===== config.mk =====
export PLATFORM = sky130hd
export DESIGN_NAME = out_endpoint_descriptor
export DESIGN_NICKNAME = d
export VERILOG_FILES = /design/src/rtl/out_endpoint_descriptor.v /design/src/rtl/pair_buffer.v
export VERILOG_INCLUDE_DIRS = /design/src /design/src/rtl
export SDC_FILE = /design/constraint.sdc
export NUM_CORES = 1
export LEC_CHECK = 0
export ABC_AREA = 1
export BUFFER_PORTS_ARGS = -buffer_cell sky130_fd_sc_hd__buf_4
export CORE_MARGIN = 2
export CORE_UTILIZATION = 60
export DETAILED_ROUTE_END_ITERATION = 10
export HOLD_SLACK_MARGIN = 0.08
export PLACE_DENSITY_LB_ADDON = 0.3
export SLEW_MARGIN = 20
export SYNTH_ARGS = -nofsm -noshare
export SYNTH_HDL_FRONTEND = slang
export SYNTH_SLANG_ARGS = --single-unit

===== constraint.sdc =====
create_clock -name i_core_clk -period 3.1 [get_ports i_core_clk]
set_input_delay 0.155 -clock i_core_clk [delete_from_list [all_inputs] [get_ports i_core_clk]]
set_output_delay 0.155 -clock i_core_clk [all_outputs]
set_load 0.01 [all_outputs]

===== src/rtl/out_ep_regs.vh =====
// constants for the output endpoint descriptor block
// Operation
// - A set completion interrupt enable makes a finished transaction raise an interrupt; a clear one raises none.
// - The stall bit resets to zero, makes the endpoint answer STALL while set, and only firmware clears it.
// - Without double buffering only the X buffer is used; with it the data toggle picks X or Y.
// - The data toggle bit follows the DATA0/DATA1 sequence of the endpoint's transfers.
// - The packet buffer manager serves an endpoint only while its enable bit is one and leaves it alone otherwise.
// - The X base entry holds address bits 10 to 3 and three zero bits are appended for the 11-bit start.
// - The Y base entry is encoded the same way and gives the start of the second buffer.
// - The base entry is the start address of a transaction and is never changed by the hardware.
// - Count bits 6 to 0 give the packet length in bytes, zero for empty up to 64.
// - Count bit 7 is a NAK flag: clear means free for an OUT packet, set means full and OUT is answered NAK.
`ifndef OUT_EP_REGS_VH
`define OUT_EP_REGS_VH
`define EDB_REGION_TAG  11'h7F8
`define EDB_OFS_CFG     3'h0
`define EDB_OFS_XBASE   3'h1
`define EDB_OFS_XCOUNT  3'h2
`define EDB_OFS_YBASE   3'h5
`define EDB_OFS_YCOUNT  3'h6
`define CFG_IRQ_EN_BIT  2
`define CFG_STALL_BIT   3
`define CFG_DOUBLE_BUFFER_ENABLE_BIT    4
`define CFG_TOGGLE_BIT  5
`define CFG_ISO_BIT     6
`define CFG_BME_BIT     7
`define CFG_RSV_MASK    8'hFC
`define CNT_NAK_BIT     7
`define CNT_MAX_BYTES   7'h40
`define CFG_RESET       8'h00
`define ENTRY_RESET     8'h00
`define HS_ACK          2'h1
`define HS_NAK          2'h2
`define HS_STALL        2'h3
`endif


===== src/rtl/out_endpoint_descriptor.v =====
// output endpoint descriptor blocks for endpoints 1 to 3 and their OUT packet engine
`timescale 1ns/1ps
`default_nettype none
`include "out_ep_regs.vh"
module out_endpoint_descriptor #(
  parameter NUM_EP = 3
) (
  input  wire        i_core_clk,
  input  wire        i_srst,
  input  wire [15:0] i_xaddr,
  input  wire        i_xwr,
  input  wire        i_xrd,
  input  wire [7:0]  i_xwdata,
  output reg  [7:0]  o_xrdata,
  input  wire        i_tok_valid,
  input  wire [1:0]  i_tok_ep,
  input  wire        i_tok_data1,
  input  wire        i_rx_valid,
  input  wire [7:0]  i_rx_byte,
  output wire        o_rx_ready,
  input  wire        i_pkt_end,
  input  wire        i_pkt_good,
  output wire        o_ram_we,
  output wire [10:0] o_ram_addr,
  output wire [7:0]  o_ram_wdata,
  input  wire        i_ram_ready,
  output reg         o_hs_valid,
  output reg  [1:0]  o_hs_code,
  output reg  [2:0]  o_irq
);
  localparam S_IDLE = 3'b001;
  localparam S_DATA = 3'b010;
  localparam S_DONE = 3'b100;

  reg  [2:0]  state_q;
  reg  [1:0]  ep_q;
  reg         sel_y_q;
  reg         store_q;
  reg         dup_q;
  reg  [1:0]  code_q;
  reg  [6:0]  len_q;
  reg  [10:0] start_q;
  wire [23:0] cfg_all;
  wire [23:0] xb_all;
  wire [23:0] xc_all;
  wire [23:0] yb_all;
  wire [23:0] yc_all;
  wire        fifo_ready;
  wire        fifo_empty;

  // cpu side decode of the descriptor window
  wire        in_edb  = (i_xaddr[15:5] == `EDB_REGION_TAG) && (i_xaddr[4:3] != 2'b00);
  wire [1:0]  cpu_idx = i_xaddr[4:3] - 2'd1;
  wire [2:0]  entry   = i_xaddr[2:0];
  wire [1:0]  tok_idx = i_tok_ep - 2'd1;
  wire [7:0]  tok_cfg = cfg_all[8*tok_idx +: 8];
  wire [7:0]  tok_xc  = xc_all[8*tok_idx +: 8];
  wire [7:0]  tok_yc  = yc_all[8*tok_idx +: 8];
  wire        commit  = (state_q == S_DONE) && fifo_empty;
  wire        tok_y   = tok_cfg[`CFG_DOUBLE_BUFFER_ENABLE_BIT] & tok_cfg[`CFG_TOGGLE_BIT];
  wire        tok_dup = i_tok_data1 != tok_cfg[`CFG_TOGGLE_BIT];
  wire        tok_nak = tok_y ? tok_yc[`CNT_NAK_BIT] : tok_xc[`CNT_NAK_BIT];
  wire [7:0]  tok_base = tok_y ? yb_all[8*tok_idx +: 8] : xb_all[8*tok_idx +: 8];
  wire        store_byte = (state_q == S_DATA) && store_q && i_rx_valid && fifo_ready && (len_q < `CNT_MAX_BYTES);
  wire [10:0] byte_addr = start_q + {4'h0, len_q};

  // per endpoint descriptor entries
  genvar g;
  generate
    for (g = 0; g < NUM_EP; g = g + 1)
    begin : g_ep
      reg  [7:0] cfg_q;
      reg  [7:0] xb_q;
      reg  [7:0] xc_q;
      reg  [7:0] yb_q;
      reg  [7:0] yc_q;
      wire       wr_me  = i_xwr && in_edb && (cpu_idx == g);
      wire       hw_me  = commit && (ep_q == g);
      // cpu write first, the hardware update after it so a set wins
      always @(posedge i_core_clk)
      begin
        if (i_srst)
        begin
          cfg_q <= `CFG_RESET;
          xb_q  <= `ENTRY_RESET;
          xc_q  <= `ENTRY_RESET;
          yb_q  <= `ENTRY_RESET;
          yc_q  <= `ENTRY_RESET;
        end
        else
        begin
          if (wr_me && entry == `EDB_OFS_CFG)
            cfg_q <= i_xwdata & `CFG_RSV_MASK;
          if (wr_me && entry == `EDB_OFS_XBASE)
            xb_q <= i_xwdata;
          if (wr_me && entry == `EDB_OFS_XCOUNT)
            xc_q <= i_xwdata;
          if (wr_me && entry == `EDB_OFS_YBASE)
            yb_q <= i_xwdata;
          if (wr_me && entry == `EDB_OFS_YCOUNT)
            yc_q <= i_xwdata;
          // base entries are never touched here
          if (hw_me)
          begin
            cfg_q[`CFG_TOGGLE_BIT] <= ~cfg_q[`CFG_TOGGLE_BIT];
            if (sel_y_q)
              yc_q <= {1'b1, len_q};
            else
              xc_q <= {1'b1, len_q};
          end
        end
      end
      assign cfg_all[8*g +: 8] = cfg_q;
      assign xb_all[8*g +: 8]  = xb_q;
      assign xc_all[8*g +: 8]  = xc_q;
      assign yb_all[8*g +: 8]  = yb_q;
      assign yc_all[8*g +: 8]  = yc_q;
    end
  endgenerate

  // registered read port; holes and unmapped addresses read zero
  always @(posedge i_core_clk)
  begin
    if (i_srst)
      o_xrdata <= 8'h00;
    else if (i_xrd)
    begin
      if (!in_edb)
        o_xrdata <= 8'h00;
      else
        case (entry)
          `EDB_OFS_CFG:    o_xrdata <= cfg_all[8*cpu_idx +: 8];
          `EDB_OFS_XBASE:  o_xrdata <= xb_all[8*cpu_idx +: 8];
          `EDB_OFS_XCOUNT: o_xrdata <= xc_all[8*cpu_idx +: 8];
          `EDB_OFS_YBASE:  o_xrdata <= yb_all[8*cpu_idx +: 8];
          `EDB_OFS_YCOUNT: o_xrdata <= yc_all[8*cpu_idx +: 8];
          default:         o_xrdata <= 8'h00;
        endcase
    end
  end

  // packet engine: token, payload, handshake
  always @(posedge i_core_clk)
  begin
    if (i_srst)
    begin
      state_q    <= S_IDLE;
      ep_q       <= 2'd0;
      sel_y_q    <= 1'b0;
      store_q    <= 1'b0;
      dup_q      <= 1'b0;
      code_q     <= `HS_ACK;
      len_q      <= 7'd0;
      start_q    <= 11'd0;
      o_hs_valid <= 1'b0;
      o_hs_code  <= 2'd0;
      o_irq      <= 3'b000;
    end
    else
    begin
      o_hs_valid <= 1'b0;
      o_irq      <= 3'b000;
      case (state_q)
        S_IDLE:
        begin
          // a disabled endpoint gets no answer at all
          if (i_tok_valid && i_tok_ep != 2'd0 && tok_cfg[`CFG_BME_BIT])
          begin
            state_q <= S_DATA;
            ep_q    <= tok_idx;
            sel_y_q <= tok_y;
            start_q <= {tok_base, 3'b000};
            len_q   <= 7'd0;
            dup_q   <= tok_dup;
            store_q <= !tok_cfg[`CFG_STALL_BIT] && !tok_nak && !tok_dup;
            if (tok_cfg[`CFG_STALL_BIT])
              code_q <= `HS_STALL;
            else if (tok_nak)
              code_q <= `HS_NAK;
            else
              code_q <= `HS_ACK;
          end
        end
        S_DATA:
        begin
          if (store_byte)
            len_q <= len_q + 7'd1;
          if (i_pkt_end)
          begin
            // corrupt packets get no handshake, the host retries
            if (store_q && i_pkt_good)
              state_q <= S_DONE;
            else
            begin
              state_q    <= S_IDLE;
              o_hs_valid <= i_pkt_good;
              o_hs_code  <= code_q;
            end
          end
        end
        S_DONE:
        begin
          // wait for the last byte to reach ram before the count shows
          if (fifo_empty)
          begin
            state_q    <= S_IDLE;
            o_hs_valid <= 1'b1;
            o_hs_code  <= `HS_ACK;
            o_irq[ep_q] <= cfg_all[8*ep_q + `CFG_IRQ_EN_BIT];
          end
        end
        default:
          state_q <= S_IDLE;
      endcase
    end
  end

  pair_buffer #(
    .WIDTH (19)
  ) u_buf (
    .i_core_clk  (i_core_clk),
    .i_srst      (i_srst),
    .i_in_valid  (store_byte),
    .i_in_data   ({byte_addr, i_rx_byte}),
    .o_in_ready  (fifo_ready),
    .o_out_valid (o_ram_we),
    .o_out_data  ({o_ram_addr, o_ram_wdata}),
    .i_out_ready (i_ram_ready),
    .o_empty     (fifo_empty)
  );

  // bytes past 64 or for a refused packet are drained and dropped
  assign o_rx_ready = fifo_ready;
endmodule // out_endpoint_descriptor
`default_nettype wire


===== src/rtl/pair_buffer.v =====
// two-entry buffer with valid and ready on both sides
`timescale 1ns/1ps
`default_nettype none
module pair_buffer #(
  parameter WIDTH = 19
) (
  input  wire             i_core_clk,
  input  wire             i_srst,
  input  wire             i_in_valid,
  input  wire [WIDTH-1:0] i_in_data,
  output reg              o_in_ready,
  output reg              o_out_valid,
  output reg  [WIDTH-1:0] o_out_data,
  input  wire             i_out_ready,
  output reg              o_empty
);
  reg  [WIDTH-1:0] spare_q;
  reg              spare_v_q;
  wire             take = i_in_valid & o_in_ready;
  wire             give = o_out_valid & i_out_ready;
  // head register drives the outputs, spare catches a word during a stall
  always @(posedge i_core_clk)
  begin
    if (i_srst)
    begin
      o_out_valid <= 1'b0;
      o_out_data  <= {WIDTH{1'b0}};
      spare_q     <= {WIDTH{1'b0}};
      spare_v_q   <= 1'b0;
      o_in_ready  <= 1'b1;
      o_empty     <= 1'b1;
    end
    else
    begin
      if (!o_out_valid || give)
      begin
        o_out_valid <= spare_v_q | take;
        if (spare_v_q)
          o_out_data <= spare_q;
        else if (take)
          o_out_data <= i_in_data;
        if (spare_v_q && take)
          spare_q <= i_in_data;
        spare_v_q <= spare_v_q & take;
      end
      else if (take)
      begin
        spare_q   <= i_in_data;
        spare_v_q <= 1'b1;
      end
      // ready is registered, so it is computed from the next fill level
      o_in_ready <= !(((o_out_valid && !give) || spare_v_q || take) && (spare_v_q || (take && o_out_valid && !give)));
      o_empty    <= !((spare_v_q | take) | (o_out_valid & !give));
    end
  end
endmodule // pair_buffer
`default_nettype wire


== After elaboration in Yosys (flattened, before gate mapping) ==
Index checks and enable logic that the tools add are counted.
Word-level totals
  register bits: 194
  bits of input ports: 44
  output and inout port bits: 35
  word-level logic and storage cells: 211
Operators by class
  add/subtract/negate cells: 5
  $lt $le $gt $ge: 4
  eq/ne operators: 19
  shift-type cells: 10
  multiplexer cells: 56
  bitwise logic cells: 13
  reductions and logical operators: 69
Operators by type and width (number)
  24-bit by 6-bit variable part select with 8-bit output: 10
  8-bit two-way mux: 20
  19-bit two-way mux: 4
  8-bit case mux with 5 select lines: 1
  1-bit logical AND: 39
  6-bit two-way mux: 3
  2-bit nonzero test: 9
  7-bit two-way mux: 2
  7-bit case mux with 2 select lines: 1
  3-bit two-way mux: 4
  11-bit by 7-bit adder with 11-bit output: 1
  11-bit equality test (second input constant): 1
  1-bit two-way mux: 11
  2-bit two-way mux: 5
  3-bit equality test (second input constant): 3
  3-bit case mux with 3 select lines: 1
  2-bit inequality test (second input constant): 4
  7-bit by 1-bit adder with 7-bit output (second input constant): 1
  1-bit zero test: 7
  7-bit less-than comparator (second input constant): 1
  5-bit by 2-bit adder with 6-bit output (second input constant): 1
  3-bit by 1-bit equality test with 1-bit output (second input constant): 2
  3-bit by 2-bit equality test with 1-bit output (second input constant): 2
  6-bit less-than comparator (second input constant): 1
  22 further kinds: 42

== Depth between registers and ports, before layout ==
Gate-level depths: netlist (run 1).
  word-level depth: 11
  gate-level depth with buffers: 16
  gate-level depth less buffers: 12

== Modules after synthesis ==
From an unflattened synthesis (run 1), not the netlist that was laid out.
Second synthesis, totals
  cells, all modules: 1655
  area total of the unflattened synthesis: 10640.2 um2
Modules (own cells, without submodules)
  out_endpoint_descriptor: times used 1, cells each 1349, area each 8694.6 um2, sequential area each 3042.9 um2
  pair_buffer: times used 1, cells each 306, area each 1945.6 um2, sequential area each 840.8 um2

== Least setup slack after synthesis (run 1) ==
OpenSTA, ideal clock, no wires.
  path type: input-to-reg
  start: input i_tok_ep[0]
  end: register len_q[5]
  library setup time: 0.118 ns
  arrival time: 1.981 ns
  data required time: 2.982 ns
  setup slack: 1.001 ns
  stages on the path: 16
  buffers on the path: 4
  path through: buf_4 inv_4 clkbuf_1 ha_1 nor2_4 buf_6 nand2_1 nand2_1 nand3_1 buf_4 nand2_4 nand2_1 nor2_1 nand2_1 nand2_1 nor2_1
Between the ends
  longest elaborated chain between the ends: 5
  elaborated cells on any way between the ends: 7
  classes of those cells: add/sub (1); eq/ne (1); shift (1); reduce/logical (4)
Ends and longest elaborated chain
  from (decl): RTL line out_endpoint_descriptor.v:16  | input wire [1:0] i_tok_ep,
  2-bit by 1-bit subtractor with 2-bit output: RTL line out_endpoint_descriptor.v:55  | wire [1:0] tok_idx = i_tok_ep - 2'd1;
  net tok_idx[0]: RTL line out_endpoint_descriptor.v:55
  24-bit by 6-bit variable part select with 8-bit output: RTL line out_endpoint_descriptor.v:56  | wire [7:0] tok_cfg = cfg_all[8*tok_idx +: 8];
  1-bit logical AND: RTL line out_endpoint_descriptor.v:167  | if (i_tok_valid && i_tok_ep != 2'd0 && tok_cfg[`CFG_BME_BIT])
  2-bit inequality test (no source line)
  3-bit AND reduction (no source line)
  to (signal assigned): RTL line out_endpoint_descriptor.v:187  | len_q <= len_q + 7'd1;
  to (decl): RTL line out_endpoint_descriptor.v:41  | reg [6:0] len_q;
The timed path passes the listed nets, and every way through them passes these cells.
A chain may end at the register's enable or synchronous reset.

== Final worst setup path (run 1) ==
  start: register state_q[2]
  end: register g_ep[1].yc_q[4]
Between the ends
  longest elaborated chain between the ends: 4
Ends and longest elaborated chain
  from (decl): RTL line out_endpoint_descriptor.v:35  | reg [2:0] state_q;
  from (signal assigned): RTL line out_endpoint_descriptor.v:147  | state_q <= S_IDLE;
  from (signal assigned): RTL line out_endpoint_descriptor.v:169  | state_q <= S_DATA;
  from (signal assigned): RTL line out_endpoint_descriptor.v:192  | state_q <= S_DONE;
  3-bit equality test: RTL line out_endpoint_descriptor.v:59  | wire commit = (state_q == S_DONE) && fifo_empty;
  1-bit logical AND: RTL line out_endpoint_descriptor.v:59
  1-bit logical AND: RTL line out_endpoint_descriptor.v:78  | wire hw_me = commit && (ep_q == g);
  8-bit two-way mux: RTL line out_endpoint_descriptor.v:103  | if (hw_me)
  to (signal assigned): RTL line out_endpoint_descriptor.v:88  | yc_q <= `ENTRY_RESET;
  to (signal assigned): RTL line out_endpoint_descriptor.v:101  | yc_q <= i_xwdata;
  to (signal assigned): RTL line out_endpoint_descriptor.v:107  | yc_q <= {1'b1, len_q};
  to (decl): RTL line out_endpoint_descriptor.v:76  | reg [7:0] yc_q;
Every way passes these cells.

==> results of run 1 <==
[final timing paths]
kind,startpoint,to,slack [ps]
setup reg to reg,state_q[2]$_SDFFE_PP0P_,g_ep[1].yc_q[4]$_SDFF_PP0_,740
hold reg to reg,u_buf.o_out_data[15]$_SDFFE_PP0P_,u_buf.o_out_data[15]$_SDFFE_PP0P_,470
hold / removal,i_xwdata[5],g_ep[1].cfg_q[5]$_SDFFE_PP0P_,100
setup / recovery,state_q[2]$_SDFFE_PP0P_,g_ep[1].yc_q[4]$_SDFF_PP0_,740
[sequential cells by signal, indices dropped and copies added, names as in the netlist, 2 cells and up]
| name | flops |
|---|---|
| ep_q | 2 |
| o_irq | 3 |
| g_ep.xb_q | 24 |
| len_q | 7 |
| o_hs_code | 2 |
| code_q | 2 |
| u_buf.o_out_data | 19 |
| g_ep.yc_q | 24 |
| state_q | 3 |
| g_ep.xc_q | 24 |
| u_buf.spare_q | 19 |
| start_q | 8 |
| g_ep.cfg_q | 18 |
| g_ep.yb_q | 24 |
| o_xrdata | 8 |
[power groups by stage]
stage | logic [W] | clock network, W | registers (W)
after floorplan | 0.000288 | 0 | 0.00259
final | 0.000483 | 0.00236 | 0.00254
after CTS | 0.000465 | 0.00235 | 0.00254
after detailed placement | 0.000448 | 0 | 0.00260
after global routing | 0.000516 | 0.00245 | 0.00254
after global placement | 0.000445 | 0 | 0.00260
[worst max-delay path: cells and delay by family, from the launching register on]
kind,cells,cell delay (ps)
AND/OR/NAND/NOR,5,1610
flip-flops,1,420
AO/OA/AOI/OAI,1,100
buffers and inverters,1,70
[cell type report]
class                           instances  area (um2)
Timing Repair Buffer                  115       913.4
Clock inverter                         14       195.2
Multi-Input combinational cell       1062        5226
Sequential cell                       194        3884
Clock buffer                           18       429.2
Inverter                              194       732.0
Fill cell                            1472        5046
Tap cell                              220       275.3
[layer usage]
metal,share of wire,GRT usage
met5,0,0
met4,0.037,0.1568
met3,0.12,0.09122
met2,0.43,0.5840
met1,0.41,0.5577
[stage by stage]
stage	setup WS (ps)	utilization	power, W
after floorplan	1001	-	0.002882
after global placement	617.6	0.6515	0.003044
after detailed placement	548.6	0.6515	0.003048
after CTS	804.3	0.6979	0.005359
after global routing	651.2	0.6979	0.005510
final	742.5	0.6979	0.005383
[cells in the final DEF, fill, tap and decap left out, types with 12 or more instances in the layout]
cell,count
nand3_1,135
inv_1,181
nor2_1,96
clkbuf_16,17
a31oi_1,12
nand2_1,345
o21ai_0,147
a21oi_1,159
nand4_1,72
buf_4,99
dfxtp_1,194
dlygate4sd3_1,15
[kinds of logic (layout without fill, tap and decap cells)]
| group | count (synthesis) | count (layout) | synth area share |
|---|---|---|---|
| buffers and inverters | 286 | 341 | 0.1153 |
| adder cells (fa/ha/maj) | 11 | 11 | 0.01409 |
| AND/OR/NAND/NOR | 698 | 698 | 0.3126 |
| flip-flops | 194 | 194 | 0.3772 |
| AO/OA/AOI/OAI | 348 | 348 | 0.1766 |
| XOR/XNOR | 5 | 5 | 0.004253 |
[timing repair]
| action | in CTS | in global routing |
|---|---|---|
| setup endpoints to repair | 0 | 0 |
| hold buffers | 15 | 0 |
| hold endpoints to repair | 28 | 0 |
| gates resized for setup | 0 | 0 |
==> impl_metrics.ini, run 1 <==
[logic_synthesis]
yosys_warnings = 0
synth_top_area_share = 0.3772
synth_commonest_cells = nand2_1, dfxtp_1, inv_1
synth.most_common_cell = nand2_1
ys_ff_latch = 194
ys_types = 43
syn_avg_cell_area_um2 = 6.678
synth-main-ff-cell = dfxtp_1
synthesis.nets = 1597
netlist_area_mm2 = 0.01030
synth_seq_area_share = 0.3772
synth_top_area_cell = dfxtp_1
async_reset_ff_frac = 0
synth_edf_count = 0
synthCells = 1542
yosys-top-cells-area = dfxtp_1, nand2_1, a21oi_1

[power]
power.internal_w = 0.003890
p_clk_frac = 0.438
peakVddDrop_v = 0.0003904
combPwrFrac = 0.090
power_density_mw_per_mm2 = 461.9
seq_power_share = 0.472
p_leak_nw = 5.084
p_sw_frac = 0.2774
switchingPower_w = 0.001493

[place]
postPlaceCellArea_mm2 = 0.01088
dp_cells = 1770
portBuffers = 78
dp_hpwl_um = 25370
gp_congestion = 0.9868

[critical_path]
cp-end-kind = flop
cp_common_cell = nor3_4
slowest_delay_ps = 580
critPathMaxFanout = 12
reg2regPathDepth = 7
crit_slowest_cell = nor3_4
path_class = flop to flop
crit_chain = inv_2 > nor3_4 > nand2_2 > nor3_4 > nand2_1 > nand3_1 > a21oi_1
cp-start-kind = flop
required_ps = 3400
cp.arrival_ps = 2650

[sta]
worst_pin_slew_ps = 897.9
drv_slew = 0
slew_headroom = 0.4008
rsz0062_at_grt = false
fmax_mhz = 424.2
hold_viol_final = 0
worst_hold_slack_ps = 96.74
skew_ps = 12.12
min_period_ps = 2358
setup_viol = 0
finalSetupTns_ps = 0
fin_crit_sh = 0.7605

[clock_network]
cts_setup_buffers = 0
cts.sinks = 194
clk_pin_slew_ps = 80
cts_buffer_depth = 2
cts_tree = yes
cts-buffers-inserted = 17
htreeDepth = 4
clkLatencyLatePin_ps = 460
clockRootBuffer = clkbuf_16

[drt]
ant_nets = 0
first_pass_iters = 5
wirelength_um = 36050
drt-initial-drc-count = 1428
routedWlPerCell_um = 19.84
drc_errors = 0
viasPerCell = 6.031
vias = 10960

[hold_path]
hold_class = input port to flop
min_path_cells = 5

[flow_run]
drv_cap = 0

[grt]
grt_pass1_vias = 9850
grt_overflow = 0
grt_pass1_wl_um = 54950
grt_max_degree = 67
grt_usage = 0.3947
antenna_found_initial = 0

[floorplanning]
die_area_mm2 = 0.01823
fp.dieW_um = 135.0
die_h_um = 135.0
io_pins = 79
start_util = 0.6166
row_count = 47
coreArea_mm2 = 0.01670

[finish]
syn2layout_area_growth_pct = 13.18
layout.cells.non_filler = 1817
antennaDiodeCount = 0
layout.nets = 1639
final_cell_area_mm2 = 0.01165
drive_above_1_share = 0.1071

[status]
status = complete, no violations
Note: power is estimated with default switching activity, not from simulation.
==> run 2, diff against run 1 <==
clock period = 2.4 ns   (was 3.1 ns; I/O delays follow)
==> impl_metrics.ini, run 2 (synthesis gave the netlist of run 1 again) <==
[drt]
vias = 11260
met3WireLength_um = 4352
drt-initial-drc-count = 1573
wl_met2_um = 16510
viasPerCell = 6.099
first_pass_iters = 6
drc_errors = 0
wirelength_um = 37150
routedWlPerCell_um = 20.12
top_layer_used = met4
ant_nets = 0
wl_met1_um = 14520

[grt]
grt_overflow = 0
antenna_found_initial = 0
grt_usage = 0.4096
grt_max_degree = 67
grt_pass1_vias = 10220
grt_pass1_wl_um = 57020

[clock_network]
clk_pin_slew_ps = 70
cts.sinks = 194
htreeDepth = 4
clockRootBuffer = clkbuf_16
cts-buffers-inserted = 17
cts_buffer_depth = 2
clkLatencyLatePin_ps = 450
cts_tree = yes

[critical_path]
cp-start-kind = input port
crit_chain = dlygate4sd3_1 > buf_4 > inv_4 > ha_1 > buf_4 > nand3_1 > o21ai_4 > buf_4 > nand4_1 > nand3_1 > nand3_1 > nand2_1 > nand2_1
required_ps = 2740
crit_slowest_cell = dlygate4sd3_1
cp.arrival_ps = 2560
cp-end-kind = flop
slowest_delay_ps = 540
path_class = input port to flop
path_delay_family = buffers and inverters
crit_buf_inv = 5
critPathMaxFanout = 17

[flow_run]
drv_cap = 0

[power]
peakVddDrop_v = 0.0004868
p_leak_nw = 5.213
power_density_mw_per_mm2 = 587.9

[sta]
drv_slew = 0
finalSetupTns_ps = 0
fin_ws_ps = 177.3
hold_viol_final = 0
skew_ps = 11.23
worst_hold_slack_ps = 84.77
rsz0062_at_grt = false
min_period_ps = 2223
fin_crit_sh = 0.9261
fmax_mhz = 449.9
setup_viol = 0
slew_headroom = 0.4582
worst_pin_slew_ps = 812.7

[hold_path]
hold_class = input port to flop

[floorplanning]
die_h_um = 135.0
fp.dieW_um = 135.0
row_count = 47
die_area_mm2 = 0.01823
coreArea_mm2 = 0.01670
start_util = 0.6166
io_pins = 79

[status]
status = complete, no violations

[place]
gp_congestion = 1.165
pre_cts_ws_ps = 149.5
portBuffers = 78
dp_hpwl_um = 26490
postPlaceCellArea_mm2 = 0.01107

[finish]
syn2layout_area_growth_pct = 15.27
layout.nets = 1668
final_cell_mix = nand2_1, dfxtp_1, inv_1
antennaDiodeCount = 0
final_common_cell = nand2_1
final_cell_area_mm2 = 0.01187
drive_above_1_share = 0.1224
## run 2: changes by cell type in the layout (fill, tap and decap cells not counted)
cell,change
inv_8,-2
buf_12,-1
clkinv_2,+1
clkinv_4,-1
clkbuf_1,-1
inv_6,+3
dlygate4sd3_1,+2
nand2_8,+1
buf_4,+28
nand2_4,-1
## run 2: area by class of cell
class                      instances  area [um2]
tap                              220       275.3
clock inverter                    15       195.2
multi-input combinational       1062        5235
inverter                         194       732.0
timing repair buffer             144        1124
clock buffer                      17       425.4
sequential                       194        3884
fill                            1423        4831
## run 2: where the power goes
part           switching [W]  internal [W]  total (W)
Clock                0.00144       0.00159    0.00303
Combinational       0.000459      0.000207   0.000666
Sequential         0.0000376       0.00324    0.00328
Total                0.00194       0.00504    0.00698
## run 2: worst paths after layout
kind                                  from                             to  slack [ps]  cells after the start
max                            i_tok_ep[0]         code_q[1]$_SDFFE_PP0P_         180                     13
max reg2reg        state_q[2]$_SDFFE_PP0P_     g_ep[0].xc_q[2]$_SDFF_PP0_         330                      7
min reg2reg  g_ep[1].cfg_q[6]$_SDFFE_PP0P_  g_ep[1].cfg_q[6]$_SDFFE_PP0P_         460                      2
min                            i_xwdata[5]  g_ep[2].cfg_q[5]$_SDFFE_PP0P_          80                      5
## run 2: metal layers
metal	vias up	GRT usage
li1	5240	-
met1	5166	0.5333
met2	700	0.6340
met3	153	0.1111
met4	0	0.1916
met5	-	0
## run 2: worst register-to-register path, cell delays in order, from the launching register on
cell and delay, ps:
dfxtp_1 420, inv_2 80, nor3_4 210, nand2_2 170, nor3_4 380, nand2_1 380, nand3_1 200, a21oi_1 80
## run 2: timing repair
item | CTS | global route
setup endpoints to repair | 0 | 1
resized for setup | 0 | 1
hold endpoints to repair | 30 | 0
buffers inserted | 0 | 0
hold buffers | 17 | 0
## run 2: metrics by stage
stage                     utilization  power [W]  cells
after floorplan                     -   0.003722   1542
after global placement         0.6629   0.003956   1797
after detailed placement       0.6629   0.003970   1797
after CTS                      0.7102   0.006950   1846
after global routing           0.7107   0.007156   1846
final                          0.7107   0.006979   1846
==> run 3, diff against run 2 <==
CTS_BUF_LIST = sky130_fd_sc_hd__clkbuf_4 sky130_fd_sc_hd__clkbuf_8   (was default)
==> impl_metrics.ini, run 3 (synthesis gave the netlist of run 1 again) <==
[sta]
finalSetupTns_ps = 0
slew_headroom = 0.4508
fin_ws_ps = 263.7
worst_pin_slew_ps = 822.9
rsz0062_at_grt = false
min_period_ps = 2136
fin_crit_sh = 0.8901
hold_viol_final = 0
skew_ps = 13.78
drv_slew = 0
fmax_mhz = 468.1
worst_hold_slack_ps = 95.40
setup_viol = 0

[critical_path]
cp.arrival_ps = 2490
required_ps = 2750
critPathMaxFanout = 27
crit_buf_inv = 4
slowest_delay_ps = 550
path_delay_family = buffers and inverters
path_class = input port to flop
crit_slowest_cell = dlygate4sd3_1
cp-start-kind = input port
crit_chain = dlygate4sd3_1 > buf_4 > inv_4 > ha_1 > buf_4 > nand3_1 > nand2_2 > nand2_4 > nand2_1 > nand2_1 > a21boi_0 > a21oi_1
cp-end-kind = flop
reg2regPathDepth = 7
cp.depth = 12
r2r_slack_ps = 350

[flow_run]
drv_cap = 0

[power]
p_leak_nw = 5.155
peakVddDrop_v = 0.0006147
fin_total_pwr_w = 0.006289
power_density_mw_per_mm2 = 537.1

[clock_network]
cts.sinks = 194
cts_resized = 0
hold_buffers = 21
clockRootBuffer = clkbuf_8
htreeDepth = 4
cts_buffer_depth = 2
clkLatencyLatePin_ps = 490
cts_setup_buffers = 0
cts-buffers-inserted = 17
cts_tree = yes
clk_pin_slew_ps = 110

[finish]
antennaDiodeCount = 0
fill_cells = 1467
layout.nets = 1672
final_cell_area_mm2 = 0.01171
multiInputGateArea_mm2 = 0.005226
drive_above_1_share = 0.1221
final_common_cell = nand2_1
final_cell_mix = nand2_1, dfxtp_1, inv_1
regArea_mm2 = 0.003884
syn2layout_area_growth_pct = 13.72

[place]
gp_congestion = 1.165
portBuffers = 78
postPlaceCellArea_mm2 = 0.01107
dp_hpwl_um = 26490
pre_cts_ws_ps = 149.5

[drt]
wirelength_um = 36880
viasPerCell = 6.060
first_pass_iters = 11
vias = 11210
ant_nets = 0
drc_errors = 5
routedWlPerCell_um = 19.93
drt-initial-drc-count = 1300

[grt]
grt_pass1_wl_um = 56720
antenna_found_initial = 0
grt_pass1_vias = 10160
grt_overflow = 0
grt_max_degree = 67
grt_usage = 0.4059

[hold_path]
min_path_cells = 8
hold_class = input port to flop

[floorplanning]
coreArea_mm2 = 0.01670
row_count = 47
start_util = 0.6166
fp.dieW_um = 135.0
io_pins = 79
die_h_um = 135.0
die_area_mm2 = 0.01823

[status]
violations = DRC
status = finished with violations
==> run 3: area by class of cell <==
| cell class | instances | area share |
|---|---|---|
| clock buffer | 17 | 0.01998 |
| clock inverter | 15 | 0.01667 |
| inverter | 194 | 0.06251 |
| multi-input combinational | 1062 | 0.4463 |
| sequential | 194 | 0.3317 |
| tap | 220 | 0.02351 |
| timing repair buffer | 148 | 0.09937 |
==> run 3: path summary, 6_finish.rpt <==
path,from,endpoint
worst max-delay path,i_tok_ep[0],start_q[10]$_SDFFE_PP0P_
worst min register to register,g_ep[1].cfg_q[6]$_SDFFE_PP0P_,g_ep[1].cfg_q[6]$_SDFFE_PP0P_
worst max register to register,state_q[2]$_SDFFE_PP0P_,g_ep[0].xc_q[6]$_SDFF_PP0_
worst min-delay path,i_xaddr[7],o_xrdata[7]$_SDFFE_PP0P_
==> run 3: where the power goes <==
part           internal [W]  total, W  switching [W]
combinational      0.000211  0.000667       0.000456
clock              0.000977   0.00234        0.00136
sequential          0.00325   0.00328      0.0000375
total               0.00443   0.00629        0.00185
==> run 3: worst register-to-register path, stage by stage, from the launching register on <==
cell and delay, ps:
dfxtp_1 430, inv_2 80, nor3_4 210, nand2_2 160, nor3_4 360, nand2_1 380, nand3_1 200, a21oi_1 70
==> run 3: metrics by stage <==
step,utilization,cells
finish,0.7012,1850
global route,0.7012,1850
CTS,0.7012,1850
detailed placement,0.6629,1797
global placement,0.6629,1797
floorplan,-,1542
==> run 3: per-layer routing <==
metal	global-route usage	share of wire	vias up
li1	-	-	5232
met1	0.5332	0.39	5125
met2	0.6309	0.44	691
met3	0.1051	0.12	163
met4	0.1811	0.050	0
met5	0	0	-
